`src/rtl/vbm_pkg.sv`:
```
// constants for the viterbi sync and error rate monitor block
package vbm_pkg;
    // ------------------------------------------------------------
    // host register map (byte offsets)
    // ------------------------------------------------------------
    localparam logic [7:0] ADDR_PERIOD_LO = 8'h10;
    localparam logic [7:0] ADDR_PERIOD_MID = 8'h11;
    localparam logic [7:0] ADDR_PERIOD_HI = 8'h12;
    localparam logic [7:0] ADDR_CTRL = 8'h14;
    localparam logic [7:0] ADDR_SYNC_LEN = 8'h15;
    localparam logic [7:0] ADDR_SYNC_THR = 8'h16;
    localparam logic [7:0] ADDR_PERIOD_ARM = 8'h18;
    localparam logic [7:0] ADDR_BER_LO = 8'h19;
    localparam logic [7:0] ADDR_BER_HI = 8'h1a;
    localparam logic [7:0] ADDR_STATUS = 8'h1b;
    // ------------------------------------------------------------
    // control register fields
    // ------------------------------------------------------------
    localparam int CTRL_FMT_OFFBIN = 0;
    localparam int CTRL_ENC_RST = 1;
    localparam int CTRL_DEC_RST = 2;
    localparam int CTRL_PERMUTE = 3;
    localparam int CTRL_NSTATE_LO = 4;
    localparam logic [7:0] CTRL_RESET = 8'h00;
    localparam logic [7:0] SYNC_LEN_RESET = 8'hff;
    localparam logic [7:0] SYNC_THR_RESET = 8'h10;
    localparam logic [23:0] PERIOD_RESET = 24'hffff9c;
    // ------------------------------------------------------------
    // error rate counter constants
    // ------------------------------------------------------------
    localparam int PERIOD_W = 24;
    localparam int BER_W = 16;
    localparam logic [9:0] WORDS_PER_UNIT = 10'h3e8;
    localparam logic [2:0] ERR_PRESCALE_MAX = 3'h7;
    localparam logic [15:0] BER_START = 16'h0001;
    localparam logic [1:0] DONE_TICKS = 2'h2;
    // ------------------------------------------------------------
    // reset pulse and sync test timing
    // ------------------------------------------------------------
    localparam logic [1:0] RST_PULSE_CYCLES = 2'h2;
    localparam logic [5:0] SYNC_UNIT_TICKS = 6'h3f;
    localparam int WORD_W = 3;
    typedef enum logic [1:0] {
        SS_ZERO = 2'b00,
        SS_ONE = 2'b01,
        SS_TWO = 2'b10,
        SS_THREE = 2'b11
    } vbm_sync_state_t;
endpackage : vbm_pkg

```
`src/rtl/vbm_reset_edge.sv`:
```
// edge triggered reset pulse generator for encoder or decoder
`timescale 1ns/10ps
`default_nettype none
module vbm_reset_edge (
    input wire logic sys_clk,
    input wire logic rst_n,
    input wire logic pin_level,
    input wire logic ctrl_bit,
    output logic reset_pulse
);
    logic req_d_r;
    logic [1:0] cnt_r;
    wire logic req = pin_level | ctrl_bit;

    // ------------------------------------------------------------
    // rising edge starts a short pulse, holding does nothing
    // ------------------------------------------------------------
    always_ff @(posedge sys_clk or negedge rst_n) begin
        if (!rst_n) begin
            req_d_r <= 1'b0;
            cnt_r <= 2'h0;
            reset_pulse <= 1'b0;
        end else begin
            req_d_r <= req;
            if (req && !req_d_r) begin
                cnt_r <= vbm_pkg::RST_PULSE_CYCLES - 2'h1;
                reset_pulse <= 1'b1;
            end else if (cnt_r != 2'h0) begin
                cnt_r <= cnt_r - 2'h1;
                reset_pulse <= 1'b1;
            end else begin
                reset_pulse <= 1'b0;
            end
        end
    end
endmodule // vbm_reset_edge
`default_nettype wire

```
`src/rtl/vbm_ber_counter.sv`:
```
// code word and error accumulators of the error rate monitor
`timescale 1ns/10ps
`default_nettype none
module vbm_ber_counter (
    input wire logic sys_clk,
    input wire logic rst_n,
    input wire logic word_tick,
    input wire logic mismatch,
    input wire logic restart,
    input wire logic [23:0] period_value,
    output logic [15:0] result,
    output logic done
);
    logic [9:0] unit_cnt_r;
    logic [23:0] kilo_cnt_r;
    logic [2:0] pre_r;
    logic [15:0] acc_r;
    logic [1:0] done_cnt_r;
    wire logic unit_end = (unit_cnt_r == vbm_pkg::WORDS_PER_UNIT - 10'h1);
    wire logic [23:0] kilo_inc = kilo_cnt_r + 24'h1;
    wire logic window_end = word_tick && unit_end && (kilo_inc == 24'h0);

    // ------------------------------------------------------------
    // word counter: (2^24 minus period value) times 1000 words
    // ------------------------------------------------------------
    always_ff @(posedge sys_clk or negedge rst_n) begin
        if (!rst_n) begin
            unit_cnt_r <= 10'h0;
            kilo_cnt_r <= vbm_pkg::PERIOD_RESET;
        end else if (restart || window_end) begin
            unit_cnt_r <= 10'h0;
            kilo_cnt_r <= period_value;
        end else if (word_tick) begin
            unit_cnt_r <= unit_end ? 10'h0 : unit_cnt_r + 10'h1;
            if (unit_end) begin
                kilo_cnt_r <= kilo_inc;
            end
        end
    end

    // ------------------------------------------------------------
    // error accumulator, one count per 8 errors, saturates at zero
    // ------------------------------------------------------------
    always_ff @(posedge sys_clk or negedge rst_n) begin
        if (!rst_n) begin
            pre_r <= 3'h0;
            acc_r <= vbm_pkg::BER_START;
        end else if (restart || window_end) begin
            pre_r <= 3'h0;
            acc_r <= vbm_pkg::BER_START;
        end else if (word_tick && mismatch && acc_r != 16'h0) begin
            pre_r <= pre_r + 3'h1;
            if (pre_r == vbm_pkg::ERR_PRESCALE_MAX) begin
                acc_r <= acc_r + 16'h1;
            end
        end
    end

    // ------------------------------------------------------------
    // holding register and done strobe of two word ticks
    // ------------------------------------------------------------
    always_ff @(posedge sys_clk or negedge rst_n) begin
        if (!rst_n) begin
            result <= 16'h0;
            done_cnt_r <= 2'h0;
            done <= 1'b0;
        end else if (window_end) begin
            // the closing word's error still belongs to this window
            result <= (mismatch && pre_r == vbm_pkg::ERR_PRESCALE_MAX && acc_r != 16'h0) ?
                acc_r + 16'h1 : acc_r;
            done_cnt_r <= vbm_pkg::DONE_TICKS;
            done <= 1'b1;
        end else begin
            if (word_tick && done_cnt_r != 2'h0) begin
                done_cnt_r <= done_cnt_r - 2'h1;
            end
            done <= (done_cnt_r != 2'h0) && !(word_tick && done_cnt_r == 2'h1);
        end
    end
endmodule // vbm_ber_counter
`default_nettype wire

```
`src/rtl/vbm_monitor.sv`:
```
// sync loop, input formatting, resets and error rate monitor top
// Function
// - report pass or fail each test period
// - sync monitor always runs, no enable
// - step request advances sync offset state
// - step realigns timing or permutes data
// - monitor keeps testing after each step
// - states advance in turn and wrap
// - 3-bit input, sign-magnitude or offset-binary
// - pin and control bit reset identically
// - reset acts on rising edge only
// - reset clears sync, encoder state
// - count code words and mismatches
// - 24-bit period scaled by 1000
// - period takes effect on arm write
// - measurement runs while output clock toggles
// - clear errors per period, copy to holding
// - window done high two output clocks
// - result: 1 none, 0 overflow, errors/8+1
// - accumulator saturates at all zeros
// - measurement restarts, result overwritten
// - host programs test length and threshold
// - fail when normalizations exceed threshold
`timescale 1ns/10ps
`default_nettype none
module vbm_monitor (
    input wire logic sys_clk,
    input wire logic rst_n,
    // host processor port
    input wire logic [7:0] host_addr,
    input wire logic host_wr,
    input wire logic host_rd,
    input wire logic [7:0] host_wdata,
    output logic [7:0] host_rdata,
    // demodulator and decoder side pins
    input wire logic [2:0] code_word_in_0,
    input wire logic [2:0] code_word_in_1,
    input wire logic [2:0] code_word_in_2,
    input wire logic decoder_output_clock,
    input wire logic normalization_event,
    input wire logic reencode_mismatch,
    input wire logic sync_step_request,
    input wire logic encoder_reset_pin,
    input wire logic decoder_reset_pin,
    output logic [2:0] dec_word_0,
    output logic [2:0] dec_word_1,
    output logic [2:0] dec_word_2,
    output logic in_sync_flag,
    output logic sync_lost_flag,
    output logic error_window_done,
    output logic encoder_reset,
    output logic decoder_reset
);
    // ------------------------------------------------------------
    // declarations
    // ------------------------------------------------------------
    logic rst_meta_r;
    logic rst_sync_r;
    logic [8:0] word_meta_r;
    logic [8:0] word_sync_r;
    logic [5:0] pin_meta_r;
    logic [5:0] pin_sync_r;
    logic clk_d_r;
    logic norm_d_r;
    logic step_d_r;
    logic [7:0] ctrl_r;
    logic [7:0] sync_len_r;
    logic [7:0] sync_thr_r;
    logic [23:0] period_stage_r;
    logic [23:0] period_active_r;
    logic arm_r;
    logic [5:0] unit_cnt_r;
    logic [7:0] len_cnt_r;
    logic [7:0] norm_cnt_r;
    logic [15:0] ber_result;
    logic ber_done;
    logic enc_pulse;
    logic dec_pulse;
    logic [2:0] c0;
    logic [2:0] c1;
    logic [2:0] c2;
    logic [2:0] c0_d1_r;
    logic [2:0] c0_d2_r;
    logic [2:0] c0_d3_r;
    logic [2:0] c0_sel;
    vbm_pkg::vbm_sync_state_t sync_state_r;
    vbm_pkg::vbm_sync_state_t sync_state_nxt;
    logic [1:0] last_state;
    wire logic word_tick = pin_sync_r[0] && !clk_d_r;
    wire logic norm_rise = pin_sync_r[1] && !norm_d_r;
    wire logic step_rise = pin_sync_r[3] && !step_d_r;
    wire logic mismatch = pin_sync_r[2];
    wire logic unit_end = (unit_cnt_r == vbm_pkg::SYNC_UNIT_TICKS);
    wire logic test_end = word_tick && unit_end && (len_cnt_r == sync_len_r);
    wire logic host_wr_arm = host_wr && (host_addr == vbm_pkg::ADDR_PERIOD_ARM);
    wire logic [7:0] norm_total = (norm_rise && norm_cnt_r != 8'hff) ?
        norm_cnt_r + 8'h1 : norm_cnt_r;

    // ------------------------------------------------------------
    // reset release and pin synchronisers
    // ------------------------------------------------------------
    always_ff @(posedge sys_clk or negedge rst_n) begin
        if (!rst_n) begin
            rst_meta_r <= 1'b0;
            rst_sync_r <= 1'b0;
        end else begin
            rst_meta_r <= 1'b1;
            rst_sync_r <= rst_meta_r;
        end
    end

    // two flops on every demodulator and decoder side pin before use
    always_ff @(posedge sys_clk or negedge rst_sync_r) begin
        if (!rst_sync_r) begin
            word_meta_r <= 9'h0;
            word_sync_r <= 9'h0;
            pin_meta_r <= 6'h0;
            pin_sync_r <= 6'h0;
        end else begin
            word_meta_r <= {code_word_in_2, code_word_in_1, code_word_in_0};
            word_sync_r <= word_meta_r;
            pin_meta_r <= {decoder_reset_pin, encoder_reset_pin, sync_step_request,
                reencode_mismatch, normalization_event, decoder_output_clock};
            pin_sync_r <= pin_meta_r;
        end
    end

    // edge detectors look only at the second stage
    always_ff @(posedge sys_clk or negedge rst_sync_r) begin
        if (!rst_sync_r) begin
            clk_d_r <= 1'b0;
            norm_d_r <= 1'b0;
            step_d_r <= 1'b0;
        end else begin
            clk_d_r <= pin_sync_r[0];
            norm_d_r <= pin_sync_r[1];
            step_d_r <= pin_sync_r[3];
        end
    end

    // ------------------------------------------------------------
    // host register writes
    // ------------------------------------------------------------
    // length and threshold
    always_ff @(posedge sys_clk or negedge rst_sync_r) begin
        if (!rst_sync_r) begin
            ctrl_r <= vbm_pkg::CTRL_RESET;
            sync_len_r <= vbm_pkg::SYNC_LEN_RESET;
            sync_thr_r <= vbm_pkg::SYNC_THR_RESET;
            period_stage_r <= vbm_pkg::PERIOD_RESET;
        end else if (host_wr) begin
            unique case (host_addr)
                vbm_pkg::ADDR_CTRL: ctrl_r <= host_wdata;
                vbm_pkg::ADDR_SYNC_LEN: sync_len_r <= host_wdata;
                vbm_pkg::ADDR_SYNC_THR: sync_thr_r <= host_wdata;
                vbm_pkg::ADDR_PERIOD_LO: period_stage_r[7:0] <= host_wdata;
                vbm_pkg::ADDR_PERIOD_MID: period_stage_r[15:8] <= host_wdata;
                vbm_pkg::ADDR_PERIOD_HI: period_stage_r[23:16] <= host_wdata;
                default: ;
            endcase
        end
    end

    always_ff @(posedge sys_clk or negedge rst_sync_r) begin
        if (!rst_sync_r) begin
            period_active_r <= vbm_pkg::PERIOD_RESET;
            arm_r <= 1'b0;
        end else begin
            arm_r <= host_wr_arm;
            if (host_wr_arm) begin
                period_active_r <= period_stage_r;
            end
        end
    end

    // ------------------------------------------------------------
    // host register reads
    // ------------------------------------------------------------
    // read has no side effect
    always_ff @(posedge sys_clk or negedge rst_sync_r) begin
        if (!rst_sync_r) begin
            host_rdata <= 8'h0;
        end else if (host_rd) begin
            unique case (host_addr)
                vbm_pkg::ADDR_CTRL: host_rdata <= ctrl_r;
                vbm_pkg::ADDR_SYNC_LEN: host_rdata <= sync_len_r;
                vbm_pkg::ADDR_SYNC_THR: host_rdata <= sync_thr_r;
                vbm_pkg::ADDR_PERIOD_LO: host_rdata <= period_stage_r[7:0];
                vbm_pkg::ADDR_PERIOD_MID: host_rdata <= period_stage_r[15:8];
                vbm_pkg::ADDR_PERIOD_HI: host_rdata <= period_stage_r[23:16];
                vbm_pkg::ADDR_BER_LO: host_rdata <= ber_result[7:0];
                vbm_pkg::ADDR_BER_HI: host_rdata <= ber_result[15:8];
                vbm_pkg::ADDR_STATUS: host_rdata <= {3'h0, error_window_done,
                    sync_state_r, sync_lost_flag, in_sync_flag};
                default: host_rdata <= 8'h0;
            endcase
        end
    end

    // ------------------------------------------------------------
    // encoder and decoder resets
    // ------------------------------------------------------------
    // pin or bit, same path
    vbm_reset_edge u_enc_rst (
        .sys_clk(sys_clk),
        .rst_n(rst_sync_r),
        .pin_level(pin_sync_r[4]),
        .ctrl_bit(ctrl_r[vbm_pkg::CTRL_ENC_RST]),
        .reset_pulse(enc_pulse)
    );

    vbm_reset_edge u_dec_rst (
        .sys_clk(sys_clk),
        .rst_n(rst_sync_r),
        .pin_level(pin_sync_r[5]),
        .ctrl_bit(ctrl_r[vbm_pkg::CTRL_DEC_RST]),
        .reset_pulse(dec_pulse)
    );

    always_ff @(posedge sys_clk or negedge rst_sync_r) begin
        if (!rst_sync_r) begin
            encoder_reset <= 1'b0;
            decoder_reset <= 1'b0;
        end else begin
            encoder_reset <= enc_pulse;
            decoder_reset <= dec_pulse;
        end
    end

    // ------------------------------------------------------------
    // normalization rate test
    // ------------------------------------------------------------
    // free running test
    always_ff @(posedge sys_clk or negedge rst_sync_r) begin
        if (!rst_sync_r) begin
            unit_cnt_r <= 6'h0;
            len_cnt_r <= 8'h0;
            norm_cnt_r <= 8'h0;
        end else if (dec_pulse || test_end) begin
            unit_cnt_r <= 6'h0;
            len_cnt_r <= 8'h0;
            norm_cnt_r <= 8'h0;
        end else begin
            norm_cnt_r <= norm_total;
            if (word_tick) begin
                unit_cnt_r <= unit_end ? 6'h0 : unit_cnt_r + 6'h1;
                if (unit_end) begin
                    len_cnt_r <= len_cnt_r + 8'h1;
                end
            end
        end
    end

    always_ff @(posedge sys_clk or negedge rst_sync_r) begin
        if (!rst_sync_r) begin
            in_sync_flag <= 1'b0;
            sync_lost_flag <= 1'b0;
        end else if (dec_pulse) begin
            in_sync_flag <= 1'b0;
            sync_lost_flag <= 1'b0;
        end else if (test_end) begin
            in_sync_flag <= (norm_total <= sync_thr_r);
            sync_lost_flag <= (norm_total > sync_thr_r);
        end
    end

    // ------------------------------------------------------------
    // sync offset state
    // ------------------------------------------------------------
    assign last_state = ctrl_r[vbm_pkg::CTRL_NSTATE_LO +: 2];

    always_comb begin
        sync_state_nxt = vbm_pkg::SS_ZERO;
        if (sync_state_r != vbm_pkg::vbm_sync_state_t'(last_state)) begin
            unique case (sync_state_r)
                vbm_pkg::SS_ZERO: sync_state_nxt = vbm_pkg::SS_ONE;
                vbm_pkg::SS_ONE: sync_state_nxt = vbm_pkg::SS_TWO;
                vbm_pkg::SS_TWO: sync_state_nxt = vbm_pkg::SS_THREE;
                vbm_pkg::SS_THREE: sync_state_nxt = vbm_pkg::SS_ZERO;
            endcase
        end
    end

    always_ff @(posedge sys_clk or negedge rst_sync_r) begin
        if (!rst_sync_r) begin
            sync_state_r <= vbm_pkg::SS_ZERO;
        end else if (dec_pulse) begin
            sync_state_r <= vbm_pkg::SS_ZERO;
        end else if (step_rise) begin
            sync_state_r <= sync_state_nxt;
        end
    end

    // ------------------------------------------------------------
    // input format conversion to offset binary
    // ------------------------------------------------------------
    // format select
    function automatic logic [2:0] to_offbin(input logic [2:0] w, input logic ob);
        logic [2:0] r;
        r = w;
        if (!ob) begin
            r = w[2] ? {1'b0, ~w[1:0]} : {1'b1, w[1:0]};
        end
        return r;
    endfunction

    assign c0 = to_offbin(word_sync_r[2:0], ctrl_r[vbm_pkg::CTRL_FMT_OFFBIN]);
    assign c1 = to_offbin(word_sync_r[5:3], ctrl_r[vbm_pkg::CTRL_FMT_OFFBIN]);
    assign c2 = to_offbin(word_sync_r[8:6], ctrl_r[vbm_pkg::CTRL_FMT_OFFBIN]);

    // ------------------------------------------------------------
    // offset applied just before the decoder
    // ------------------------------------------------------------
    // symbol history for timing re-alignment
    always_ff @(posedge sys_clk or negedge rst_sync_r) begin
        if (!rst_sync_r) begin
            c0_d1_r <= 3'h0;
            c0_d2_r <= 3'h0;
            c0_d3_r <= 3'h0;
        end else if (word_tick) begin
            c0_d1_r <= c0;
            c0_d2_r <= c0_d1_r;
            c0_d3_r <= c0_d2_r;
        end
    end

    always_comb begin
        c0_sel = c0;
        unique case (sync_state_r)
            vbm_pkg::SS_ZERO: c0_sel = c0;
            vbm_pkg::SS_ONE: c0_sel = c0_d1_r;
            vbm_pkg::SS_TWO: c0_sel = c0_d2_r;
            vbm_pkg::SS_THREE: c0_sel = c0_d3_r;
        endcase
    end

    always_ff @(posedge sys_clk or negedge rst_sync_r) begin
        if (!rst_sync_r) begin
            dec_word_0 <= 3'h0;
            dec_word_1 <= 3'h0;
            dec_word_2 <= 3'h0;
        end else if (word_tick) begin
            dec_word_2 <= c2;
            if (!ctrl_r[vbm_pkg::CTRL_PERMUTE]) begin
                dec_word_0 <= c0_sel;
                dec_word_1 <= c1;
            end else begin
                dec_word_0 <= sync_state_r[0] ? c1 : c0;
                dec_word_1 <= (sync_state_r[0] ? c0 : c1) ^ {3{sync_state_r[1]}};
            end
        end
    end

    // ------------------------------------------------------------
    // channel error rate monitor
    // ------------------------------------------------------------
    // counters
    vbm_ber_counter u_ber (
        .sys_clk(sys_clk),
        .rst_n(rst_sync_r),
        .word_tick(word_tick),
        .mismatch(mismatch),
        .restart(arm_r),
        .period_value(period_active_r),
        .result(ber_result),
        .done(ber_done)
    );

    always_ff @(posedge sys_clk or negedge rst_sync_r) begin
        if (!rst_sync_r) begin
            error_window_done <= 1'b0;
        end else begin
            error_window_done <= ber_done;
        end
    end
endmodule // vbm_monitor
`default_nettype wire

```
`config.mk`:
```
export PLATFORM = sky130hd
export DESIGN_NAME = vbm_monitor
export DESIGN_NICKNAME = d
export VERILOG_FILES = /design/src/rtl/vbm_pkg.sv /design/src/rtl/vbm_reset_edge.sv /design/src/rtl/vbm_ber_counter.sv /design/src/rtl/vbm_monitor.sv
export SDC_FILE = /design/constraint.sdc
export NUM_CORES = 1
export LEC_CHECK = 0
export ABC_AREA = 1
export BUFFER_PORTS_ARGS = -buffer_cell sky130_fd_sc_hd__clkbuf_2
export CORE_ASPECT_RATIO = 1.5
export CORE_MARGIN = 5
export CORE_UTILIZATION = 55
export CTS_CLUSTER_SIZE = 40
export DETAILED_ROUTE_END_ITERATION = 12
export PLACE_DENSITY = 0.73
export SYNTH_ARGS = -nofsm -noshare
export SYNTH_HDL_FRONTEND = slang
export SYNTH_SLANG_ARGS = --single-unit
```
`constraint.sdc`:
```
create_clock -name sys_clk -period 11.5 [get_ports sys_clk]
set_clock_uncertainty 0.1 [all_clocks]
set_input_delay 2.3 -clock sys_clk [delete_from_list [all_inputs] [get_ports sys_clk]]
set_output_delay 2.3 -clock sys_clk [all_outputs]
set_load 0.02 [all_outputs]
```
==> results.toml, run 1 <==
[worst_setup_path]
crit_top_cell = "nand2_1"
crit_path_top_delay_cell = "nor4_2"
end_kind = "flip-flop"
cp.arrival_ns = 4.60
slowest_delay_ns = 0.98
crit_chain = "clkbuf_2 -> nor4_2 -> nand4_1 -> inv_1 -> nand2_1 -> nand2_1 -> o21ai_0"
worstPathMaxFanout = 16
path_class = "in -> reg"
required_ns = 11.78
worst-path-buf-inv = 2
timing.critical_path.max_delay_family = "simple AND/OR/NAND/NOR gates"
cp-start-kind = "input pin"

[drt]
wirelength_um = 29800
via_per_inst = 5.43
dr.pass1.iters = 6
route.detailed.drc = 0
ant_nets = 0
initialDrtViolationCount = 871
via_count = 10300
detail_route.wl_per_cell_um = 15.7

[logic_synthesis]
yosys_warnings = 0
synth_cells = 1557
synth_async_sr_flop_share_pct = 100
syn-num-nets = 1618
ys_ff_latch = 243
synth_edf_count = 0
synth_cell_types = 44
synth_seq_area_share_pct = 50.1
avgSynthCellArea_um2 = 7.91
netlist_area_um2 = 12300
ys.flop_type = "dfrtp_1"

[cts]
cts-resized-gates = 0
ctsHoldBuffers = 0
clkTransAtPathRegs_ns = 0.06
clock_latency_ns = 0.51
htree_levels = 1
clock-root-buffer = "clkbuf_16"
post-cts-setup-buffers = 0
cts_tree = "yes"
numClockSinks = 243
ctsLongestPathBuffers = 3
numCtsBuffers = 24

[sta]
fin_tns_setup_ns = 0
hold_viol_final = 0
fin_crit_ns = 4.31
slew_headroom_pct = 21.9
fmaxAchievable_mhz = 232
setup_violations = 0
holdWs_ns = 0.120
slew_violations = 0
finalCritPeriodShare_pct = 37.5
rsz0062_at_grt = "no"
tightest_slew_ns = 1.16

[die]
die_area_um2 = 25600
fp.dieH_um = 193
coreArea_um2 = 22200
rows = 67
io_pins = 57
start_util_pct = 55.4
die_w_um = 132

[worst_hold_path]
min_path_type = "reg -> async"

[layout]
drive_above_1_share_pct = 12.0
final_common_cell = "nand2_1"
num-fill-cells = 1923
final_core_util_pct = 61.4
nets = 1670
mostFrequentLayoutCells = "nand2_1 (462), inv_1 (213), dfrtp_1 (172), o21ai_0 (142), nor2_1 (113)"
fin_cells = 1903
antennaDiodeCount = 0
syn_to_final_growth_pct = 10.7

[placement]
dp_hpwl_um = 21600
numPortBuffers = 56
place_congestion = 1.03
dpl.cell_count = 1859

[power]
p_leak_nw = 6.58
ir_drop_v = 0.000151
power_density_nw_per_um2 = 150

[global_routing]
grt_pass1_vias = 10300
antenna_found_initial = 0
grt_pass1_wl_um = 49900
grt_usage_pct = 23.3
grt_max_degree = 82
grt.overflow.total = 0

[run]
cap_violations = 0

[run_status]
status = "finished, final reports clean"
logic make-up (layout without fill, tap and decap cells):
| logic type | count (synthesis) | in the layout | share of synthesized area, % |
|---|---|---|---|
| buf+inv | 259 | 329 | 8.26 |
| compound gates | 230 | 230 | 10.0 |
| fa+ha+maj | 26 | 26 | 2.64 |
| other cells | 1 | 1 | 0.0304 |
| xor+xnor | 48 | 48 | 3.41 |
| mux | 1 | 1 | 0.0813 |
| simple gates | 749 | 749 | 25.5 |
| flops | 243 | 243 | 50.1 |
power by group:
part	internal, W	switching, W
clock	0.000471	0.000322
combinational	0.0000914	0.000175
sequential	0.000932	0.0000595
total	0.00149	0.000557
sequential cells by signal (all words and copies together) (netlist names), 6 cells and up:
| signal | flops |
|---|---|
| ctrl_r | 8 |
| pin_meta_r | 6 |
| len_cnt_r | 8 |
| u_ber.kilo_cnt_r | 24 |
| norm_cnt_r | 8 |
| word_sync_r | 9 |
| pin_sync_r | 6 |
| host_rdata | 8 |
| period_active_r | 24 |
| u_ber.result | 16 |
| sync_len_r | 8 |
| sync_thr_r | 8 |
| u_ber.acc_r | 16 |
| u_ber.unit_cnt_r | 10 |
| unit_cnt_r | 6 |
| period_stage_r | 24 |
| word_meta_r | 9 |
path summary, 6_finish.rpt:
check / end / slack, ns / start / cells past startpoint
worst max-delay path: sync_thr_r[3] / 7.19 / host_addr[7] / 7
worst min-delay path: pin_meta_r[1] / 0.12 / rst_sync_r / 0
worst max register to register: in_sync_flag / 8.19 / norm_cnt_r[0] / 18
worst min register to register: pin_meta_r[1] / 0.12 / rst_sync_r / 0
max in group asynchronous: u_ber.kilo_cnt_r[5] / 8.25 / rst_sync_r / 3
min in group sys_clk: pin_sync_r[2] / 0.25 / pin_meta_r[2] / 0
synth_stat cells, drive strengths merged, types with 7 or more instances:
cell type | count | area [µm²]
nor2 | 122 | 498
a21oi | 43 | 215
o21ai | 150 | 766
nor3 | 12 | 60.1
dfrtp | 173 | 4330
nand4 | 17 | 106
xnor2 | 7 | 61.3
o211ai | 7 | 52.6
nand3 | 107 | 536
ha | 26 | 325
o22ai | 19 | 119
dfstp | 70 | 1840
xor2 | 41 | 359
nand2 | 467 | 1770
nor3b | 7 | 52.6
clkbuf | 27 | 101
buf | 12 | 90.1
inv | 214 | 803
layer usage:
layer	part of all wire (%)	GRT usage (%)
met2	50	40.6
met4	6.0	12.7
met3	4.7	2.75
met5	0	0
met1	40	27.8
layout make-up:
cell class                      count  area, µm²  share of cell area, %
Clock buffer                       40        754                   5.53
Clock inverter                      4       51.3                  0.376
Inverter                          220        826                   6.06
Multi-Input combinational cell   1055       5140                   37.7
Sequential cell                   243       6170                   45.3
Tap cell                          276        345                   2.53
Timing Repair Buffer               65        348                   2.55
worst reg2reg max path: stages (launching register included):
cell and delay (ns):
dfrtp_1 0.41, ha_1 0.25, nand3_1 0.10, nor2_1 0.06, nand2_1 0.05, nand2_1 0.12
inv_1 0.13, nand4_1 0.15, or2_2 0.34, or3_1 0.34, nand2_1 0.08, ha_1 0.23
nand2_1 0.12, nor2_1 0.06, a211oi_1 0.27, a21oi_1 0.15, nor2_1 0.14, nand2_1 0.07
nand2_1 0.09
stage by stage:
step	cell area (µm²)	worst slack [ns]	power, W
CTS	13600	7.27	0.00207
finish	13600	7.19	0.00205
global route	13600	6.93	0.00216
global placement	12800	6.88	0.00126
detailed placement	12800	6.74	0.00127
floorplan	12300	4.25	0.00118
Power figures use the tool's default switching activity.
==> run 2, diff against run 1 <==
- PLACE_DENSITY: 0.73 -> 0.75
- clock period: 11.5 -> 3.7 ns (I/O delays scaled with it)
==> results.toml, run 2 (synthesis gave the netlist of run 1 again) <==
[sta]
setup_ws_ns = 0.668
finalCritPeriodShare_pct = 82.0
slew_violations = 0
fin_tns_setup_ns = 0
slew_headroom_pct = 36.3
tightest_slew_ns = 0.955
fmaxAchievable_mhz = 330
setup_violations = 0
fin_crit_ns = 3.03
hold_viol_final = 0
rsz0062_at_grt = "no"

[cts]
cts_tree = "yes"
numClockSinks = 243
clkTransAtPathRegs_ns = 0.06
ctsLongestPathBuffers = 3
clock_latency_ns = 0.51
post-cts-setup-buffers = 0
numCtsBuffers = 23
cts-resized-gates = 0
clock-root-buffer = "clkbuf_16"
htree_levels = 1

[global_routing]
antenna_found_initial = 0
grt_pass1_wl_um = 48100
grt_usage_pct = 22.4
grt_max_degree = 74
grt_pass1_vias = 10000
grt.overflow.total = 0

[run]
cap_violations = 0

[power]
power_density_nw_per_um2 = 457
ir_drop_v = 0.000434
p_leak_nw = 6.60
p_total_w = 0.00625

[layout]
syn_to_final_growth_pct = 10.8
final_common_cell = "nand2_1"
mostFrequentLayoutCells = "nand2_1 (462), inv_1 (213), dfrtp_1 (172), o21ai_0 (142), nor2_1 (113)"
num-fill-cells = 1979
drive_above_1_share_pct = 12.4
antennaDiodeCount = 0
top_regs = "period_active_r x24, period_stage_r x24, u_ber.kilo_cnt_r x24"
nets = 1676
final_area_um2 = 13700

[worst_hold_path]
hp-start = "reencode_mismatch"
min_path_type = "in -> reg"
whs_path_depth = 1
worstHoldEndpoint = "pin_meta_r[2]"

[worst_setup_path]
required_ns = 4.05
timing.critical_path.max_delay_family = "simple AND/OR/NAND/NOR gates"
worstPathMaxFanout = 5
cp.arrival_ns = 3.38
crit_chain = "ha_1 -> nand3_1 -> nor2_1 -> nand2_1 -> nand2_1 -> inv_1 -> nand4_1 -> or2_2 -> or3_1 -> nand2_1 -> ha_1 -> nand2_1 -> nor2_1 -> a211oi_1 -> a21oi_1 -> nor2_1 -> nand2_1 -> nand2_1"
worst-path-buf-inv = 1
cp-start-kind = "flip-flop"
crit_top_cell = "nand2_1"
crit_path_top_delay_cell = "dfrtp_1"
r2r_cells = 18
path_class = "reg -> reg"
r2r_start = "norm_cnt_r[0]"
r2r-end = "in_sync_flag"
slowest_delay_ns = 0.40
r2r_slack_ns = 0.67
end_kind = "flip-flop"

[drt]
detail_route.wl_per_cell_um = 15.0
ant_nets = 0
route.detailed.drc = 0
wirelength_um = 28600
dr.pass1.iters = 6
via_per_inst = 5.30
initialDrtViolationCount = 791
via_count = 10100

[die]
start_util_pct = 55.4
io_pins = 57
fp.dieH_um = 193
coreArea_um2 = 22200
die_w_um = 132
die_area_um2 = 25600
rows = 67

[placement]
dp_slack_ns = 0.688
place_congestion = 0.914
place_area_um2 = 12900
numPortBuffers = 56
dp_hpwl_um = 20800

[run_status]
status = "finished, final reports clean"
==> run 2: changes by cell type in the layout (fill, tap and decap cells not counted), sizes merged <==
cell,before,now
bufinv,1,2
clkbuf,96,87
dlygate4sd3,0,1
clkinv,8,13
buf,9,15
==> run 2: report_power, final <==
group | leakage [nW] | internal (W) | switching (W) | total [W]
clock | 0.365 | 0.00135 | 0.000992 | 0.00234
combinational | 3.26 | 0.000291 | 0.000530 | 0.000821
sequential | 2.97 | 0.00290 | 0.000191 | 0.00309
==> run 2: worst max path at each step <==
stage          depth (start not counted)  slack [ns]          start      endpoint
2_1_floorplan                         18        0.96  norm_cnt_r[0]  in_sync_flag
3_3_place_gp                          18        0.80  norm_cnt_r[0]  in_sync_flag
3_5_place_dp                          18        0.69  norm_cnt_r[0]  in_sync_flag
4_1_cts                               18        0.68  norm_cnt_r[0]  in_sync_flag
5_1_grt                               17        0.33  norm_cnt_r[0]  in_sync_flag
6_report                              18        0.67  norm_cnt_r[0]  in_sync_flag
==> run 2: routing by layer <==
| metal | track usage (%) | part of all wire, % |
|---|---|---|
| met5 | 0 | 0 |
| met4 | 9.25 | 4.3 |
| met3 | 2.65 | 3.9 |
| met2 | 40.1 | 51 |
| met1 | 27.1 | 40 |
==> run 2: worst register-to-register path: stages (launching register included) <==
cell and delay, ns:
dfrtp_1 0.40, ha_1 0.24, nand3_1 0.09, nor2_1 0.06, nand2_1 0.06, nand2_1 0.11, inv_1 0.12, nand4_1 0.14
or2_2 0.33, or3_1 0.33, nand2_1 0.07, ha_1 0.23, nand2_1 0.11, nor2_1 0.05, a211oi_1 0.16, a21oi_1 0.11
nor2_1 0.11, nand2_1 0.06, nand2_1 0.09
==> run 2: timing repair <==
action                                  CTS  global route
endpoints found under the setup margin    0             0
endpoints found under the hold margin     2             0
hold buffers                              1             0
==> run 2: metrics by stage <==
stage / util, % / cells / hold slack, ns
floorplan: - / 1557 / 0.231
global placement: 58.1 / 1865 / 0.233
detailed placement: 58.1 / 1865 / 0.236
CTS: 61.5 / 1907 / 0.218
global route: 61.5 / 1907 / 0.220
finish: 61.5 / 1907 / 0.236
==> run 2: layout make-up <==
type,instances,area (µm²),share of cell area [%]
multi-input combinational,1055,5140,37.7
inverter,220,826,6.05
timing repair buffer,72,428,3.13
sequential,243,6170,45.2
clock buffer,31,636,4.66
clock inverter,10,105,0.770
tap,276,345,2.53
==> run 3, diff against run 2 <==
- PLACE_DENSITY: 0.75 -> 0.73
- clock period: 3.7 -> 2.9 ns (I/O delays scaled with it)
==> results.toml, run 3 (synthesis gave the netlist of run 1 again) <==
[run_status]
status = "finished, final reports clean"

[global_routing]
grt_usage_pct = 23.3
grt.overflow.total = 0
grt_pass1_wl_um = 50100
grt_pass1_vias = 10400
grt_max_degree = 59
antenna_found_initial = 0

[drt]
wirelength_um = 29400
via_per_inst = 5.33
detail_route.wl_per_cell_um = 15.3
via_count = 10300
dr.pass1.iters = 5
ant_nets = 0
initialDrtViolationCount = 697
route.detailed.drc = 0

[worst_setup_path]
required_ns = 3.25
r2r_start = "norm_cnt_r[1]"
slowest_delay_ns = 0.42
cp.arrival_ns = 3.16
path_class = "reg -> reg"
worst-path-buf-inv = 1
crit_chain = "ha_4 -> nand3_2 -> nor2_2 -> nand2_1 -> nand2_2 -> inv_2 -> nand4_1 -> or2_4 -> or3_4 -> nand2_4 -> ha_4 -> nand2_4 -> nor2_2 -> a211oi_2 -> a21oi_1 -> nor2_1 -> nand2_1 -> nand2_1"
crit_path_top_delay_cell = "dfrtp_1"
crit_start = "norm_cnt_r[1]"
r2r-end = "in_sync_flag"
crit_top_cell = "nand2_1"
r2r_slack_ns = 0.1
r2r_cells = 18
worst-path-stages = 18
timing.critical_path.max_delay_family = "simple AND/OR/NAND/NOR gates"
worstPathMaxFanout = 3
end_kind = "flip-flop"
crit_end = "in_sync_flag"
cp-start-kind = "flip-flop"

[layout]
drive_above_1_share_pct = 14.4
nets = 1693
top_regs = "period_active_r x24, period_stage_r x24, u_ber.kilo_cnt_r x24"
antennaDiodeCount = 0
syn_to_final_growth_pct = 13.3
mostFrequentLayoutCells = "nand2_1 (459), inv_1 (212), dfrtp_1 (172), o21ai_0 (141), nor2_1 (110)"
final_common_cell = "nand2_1"
fin_cells = 1926

[sta]
setup_violations = 0
fin_crit_ns = 2.80
slew_violations = 0
finalCritPeriodShare_pct = 96.6
setup_ws_ns = 0.0986
holdWs_ns = 0.0649
hold_viol_final = 0
rsz0062_at_grt = "yes"
slew_headroom_pct = 45.3
fmaxAchievable_mhz = 357
tightest_slew_ns = 0.820

[power]
power.clock.fraction_pct = 37.5
p_seq_share_pct = 48.5
ir_drop_v = 0.000514
intPower_w = 0.00583
p_sw_share_pct = 28.0
p_sw_w = 0.00227
p_leak_nw = 6.71
p_comb_share_pct = 14.0
power_density_nw_per_um2 = 580

[die]
die_w_um = 132
start_util_pct = 55.4
rows = 67
fp.dieH_um = 193
die_area_um2 = 25600
io_pins = 57
coreArea_um2 = 22200

[placement]
numPortBuffers = 56
dpl.cell_count = 1876
dp_slack_ns = 0.0187
dp_hpwl_um = 21400
place_congestion = 0.922

[cts]
ctsLongestPathBuffers = 3
numClockSinks = 243
clkTransAtPathRegs_ns = 0.06
clock-root-buffer = "clkbuf_16"
htree_levels = 1
numCtsBuffers = 24
clock_latency_ns = 0.52
cts_tree = "yes"

[worst_hold_path]
min_path_type = "in -> reg"
whs_path_depth = 1

[run]
cap_violations = 0
-- run 3: cell types whose count changed in the layout (fill, tap and decap cells not counted), moves of 3 or more --
cell	previous run	this run
nor2_1	113	110
clkinvlp_4	1	4
nand2_1	462	459
nor2_2	5	8
buf_4	13	24
buf_12	2	7
-- run 3: worst min path at each step --
stage                              start             end  slack (ns)
finish              decoder_output_clock   pin_meta_r[0]        0.06
global route           code_word_in_0[1]  word_meta_r[1]        0.05
CTS                 decoder_output_clock   pin_meta_r[0]        0.05
detailed placement         pin_meta_r[3]   pin_sync_r[3]        0.23
global placement           pin_meta_r[0]   pin_sync_r[0]        0.23
floorplan                          rst_n      rst_meta_r        0.18
-- run 3: final cells by class --
type	instances	area, µm²
Clock buffer	33	706
Clock inverter	11	71.3
Fill cell	1904	8260
Inverter	220	826
Multi-Input combinational cell	1055	5230
Sequential cell	243	6170
Tap cell	276	345
Timing Repair Buffer	88	611
-- run 3: through the flow --
| step | setup TNS [ns] | total power [W] | cell area, µm² | utilization [%] |
|---|---|---|---|---|
| 2_1_floorplan | 0 | 0.00469 | 12300 | - |
| 3_3_place_gp | 0 | 0.00505 | 13000 | 58.7 |
| 3_5_place_dp | 0 | 0.00510 | 13000 | 58.7 |
| 4_1_cts | 0 | 0.00816 | 13800 | 62.3 |
| 5_1_grt | -0.0616 | 0.00852 | 14000 | 62.8 |
| 6_report | 0 | 0.00810 | 14000 | 62.8 |
-- run 3: power groups by stage --
| stage | combinational (W) | sequential, W | clock (W) |
|---|---|---|---|
| after floorplan | 0.000684 | 0.00401 | 0 |
| after global placement | 0.00108 | 0.00397 | 0 |
| after detailed placement | 0.00112 | 0.00398 | 0 |
| after CTS | 0.00114 | 0.00393 | 0.00310 |
| after global routing | 0.00131 | 0.00397 | 0.00324 |
| final | 0.00113 | 0.00393 | 0.00304 |
-- run 3: layer usage --
layer	track usage [%]	wire [µm]	vias up
met5	0	0	-
met4	11.5	1530	0
met3	2.57	1080	87
met2	40.8	15000	251
met1	28.6	11800	4845
li1	-	-	5085
-- run 3: repair_timing --
| action | CTS | global route |
|---|---|---|
| setup endpoints to repair | 1 | 10 |
| gates resized for setup | 1 | 19 |
| pin swaps | 0 | 11 |
| hold buffers | 1 | 0 |
| cloned | 0 | 0 |
| hold endpoints to repair | 2 | 0 |
| setup buffers | 0 | 5 |
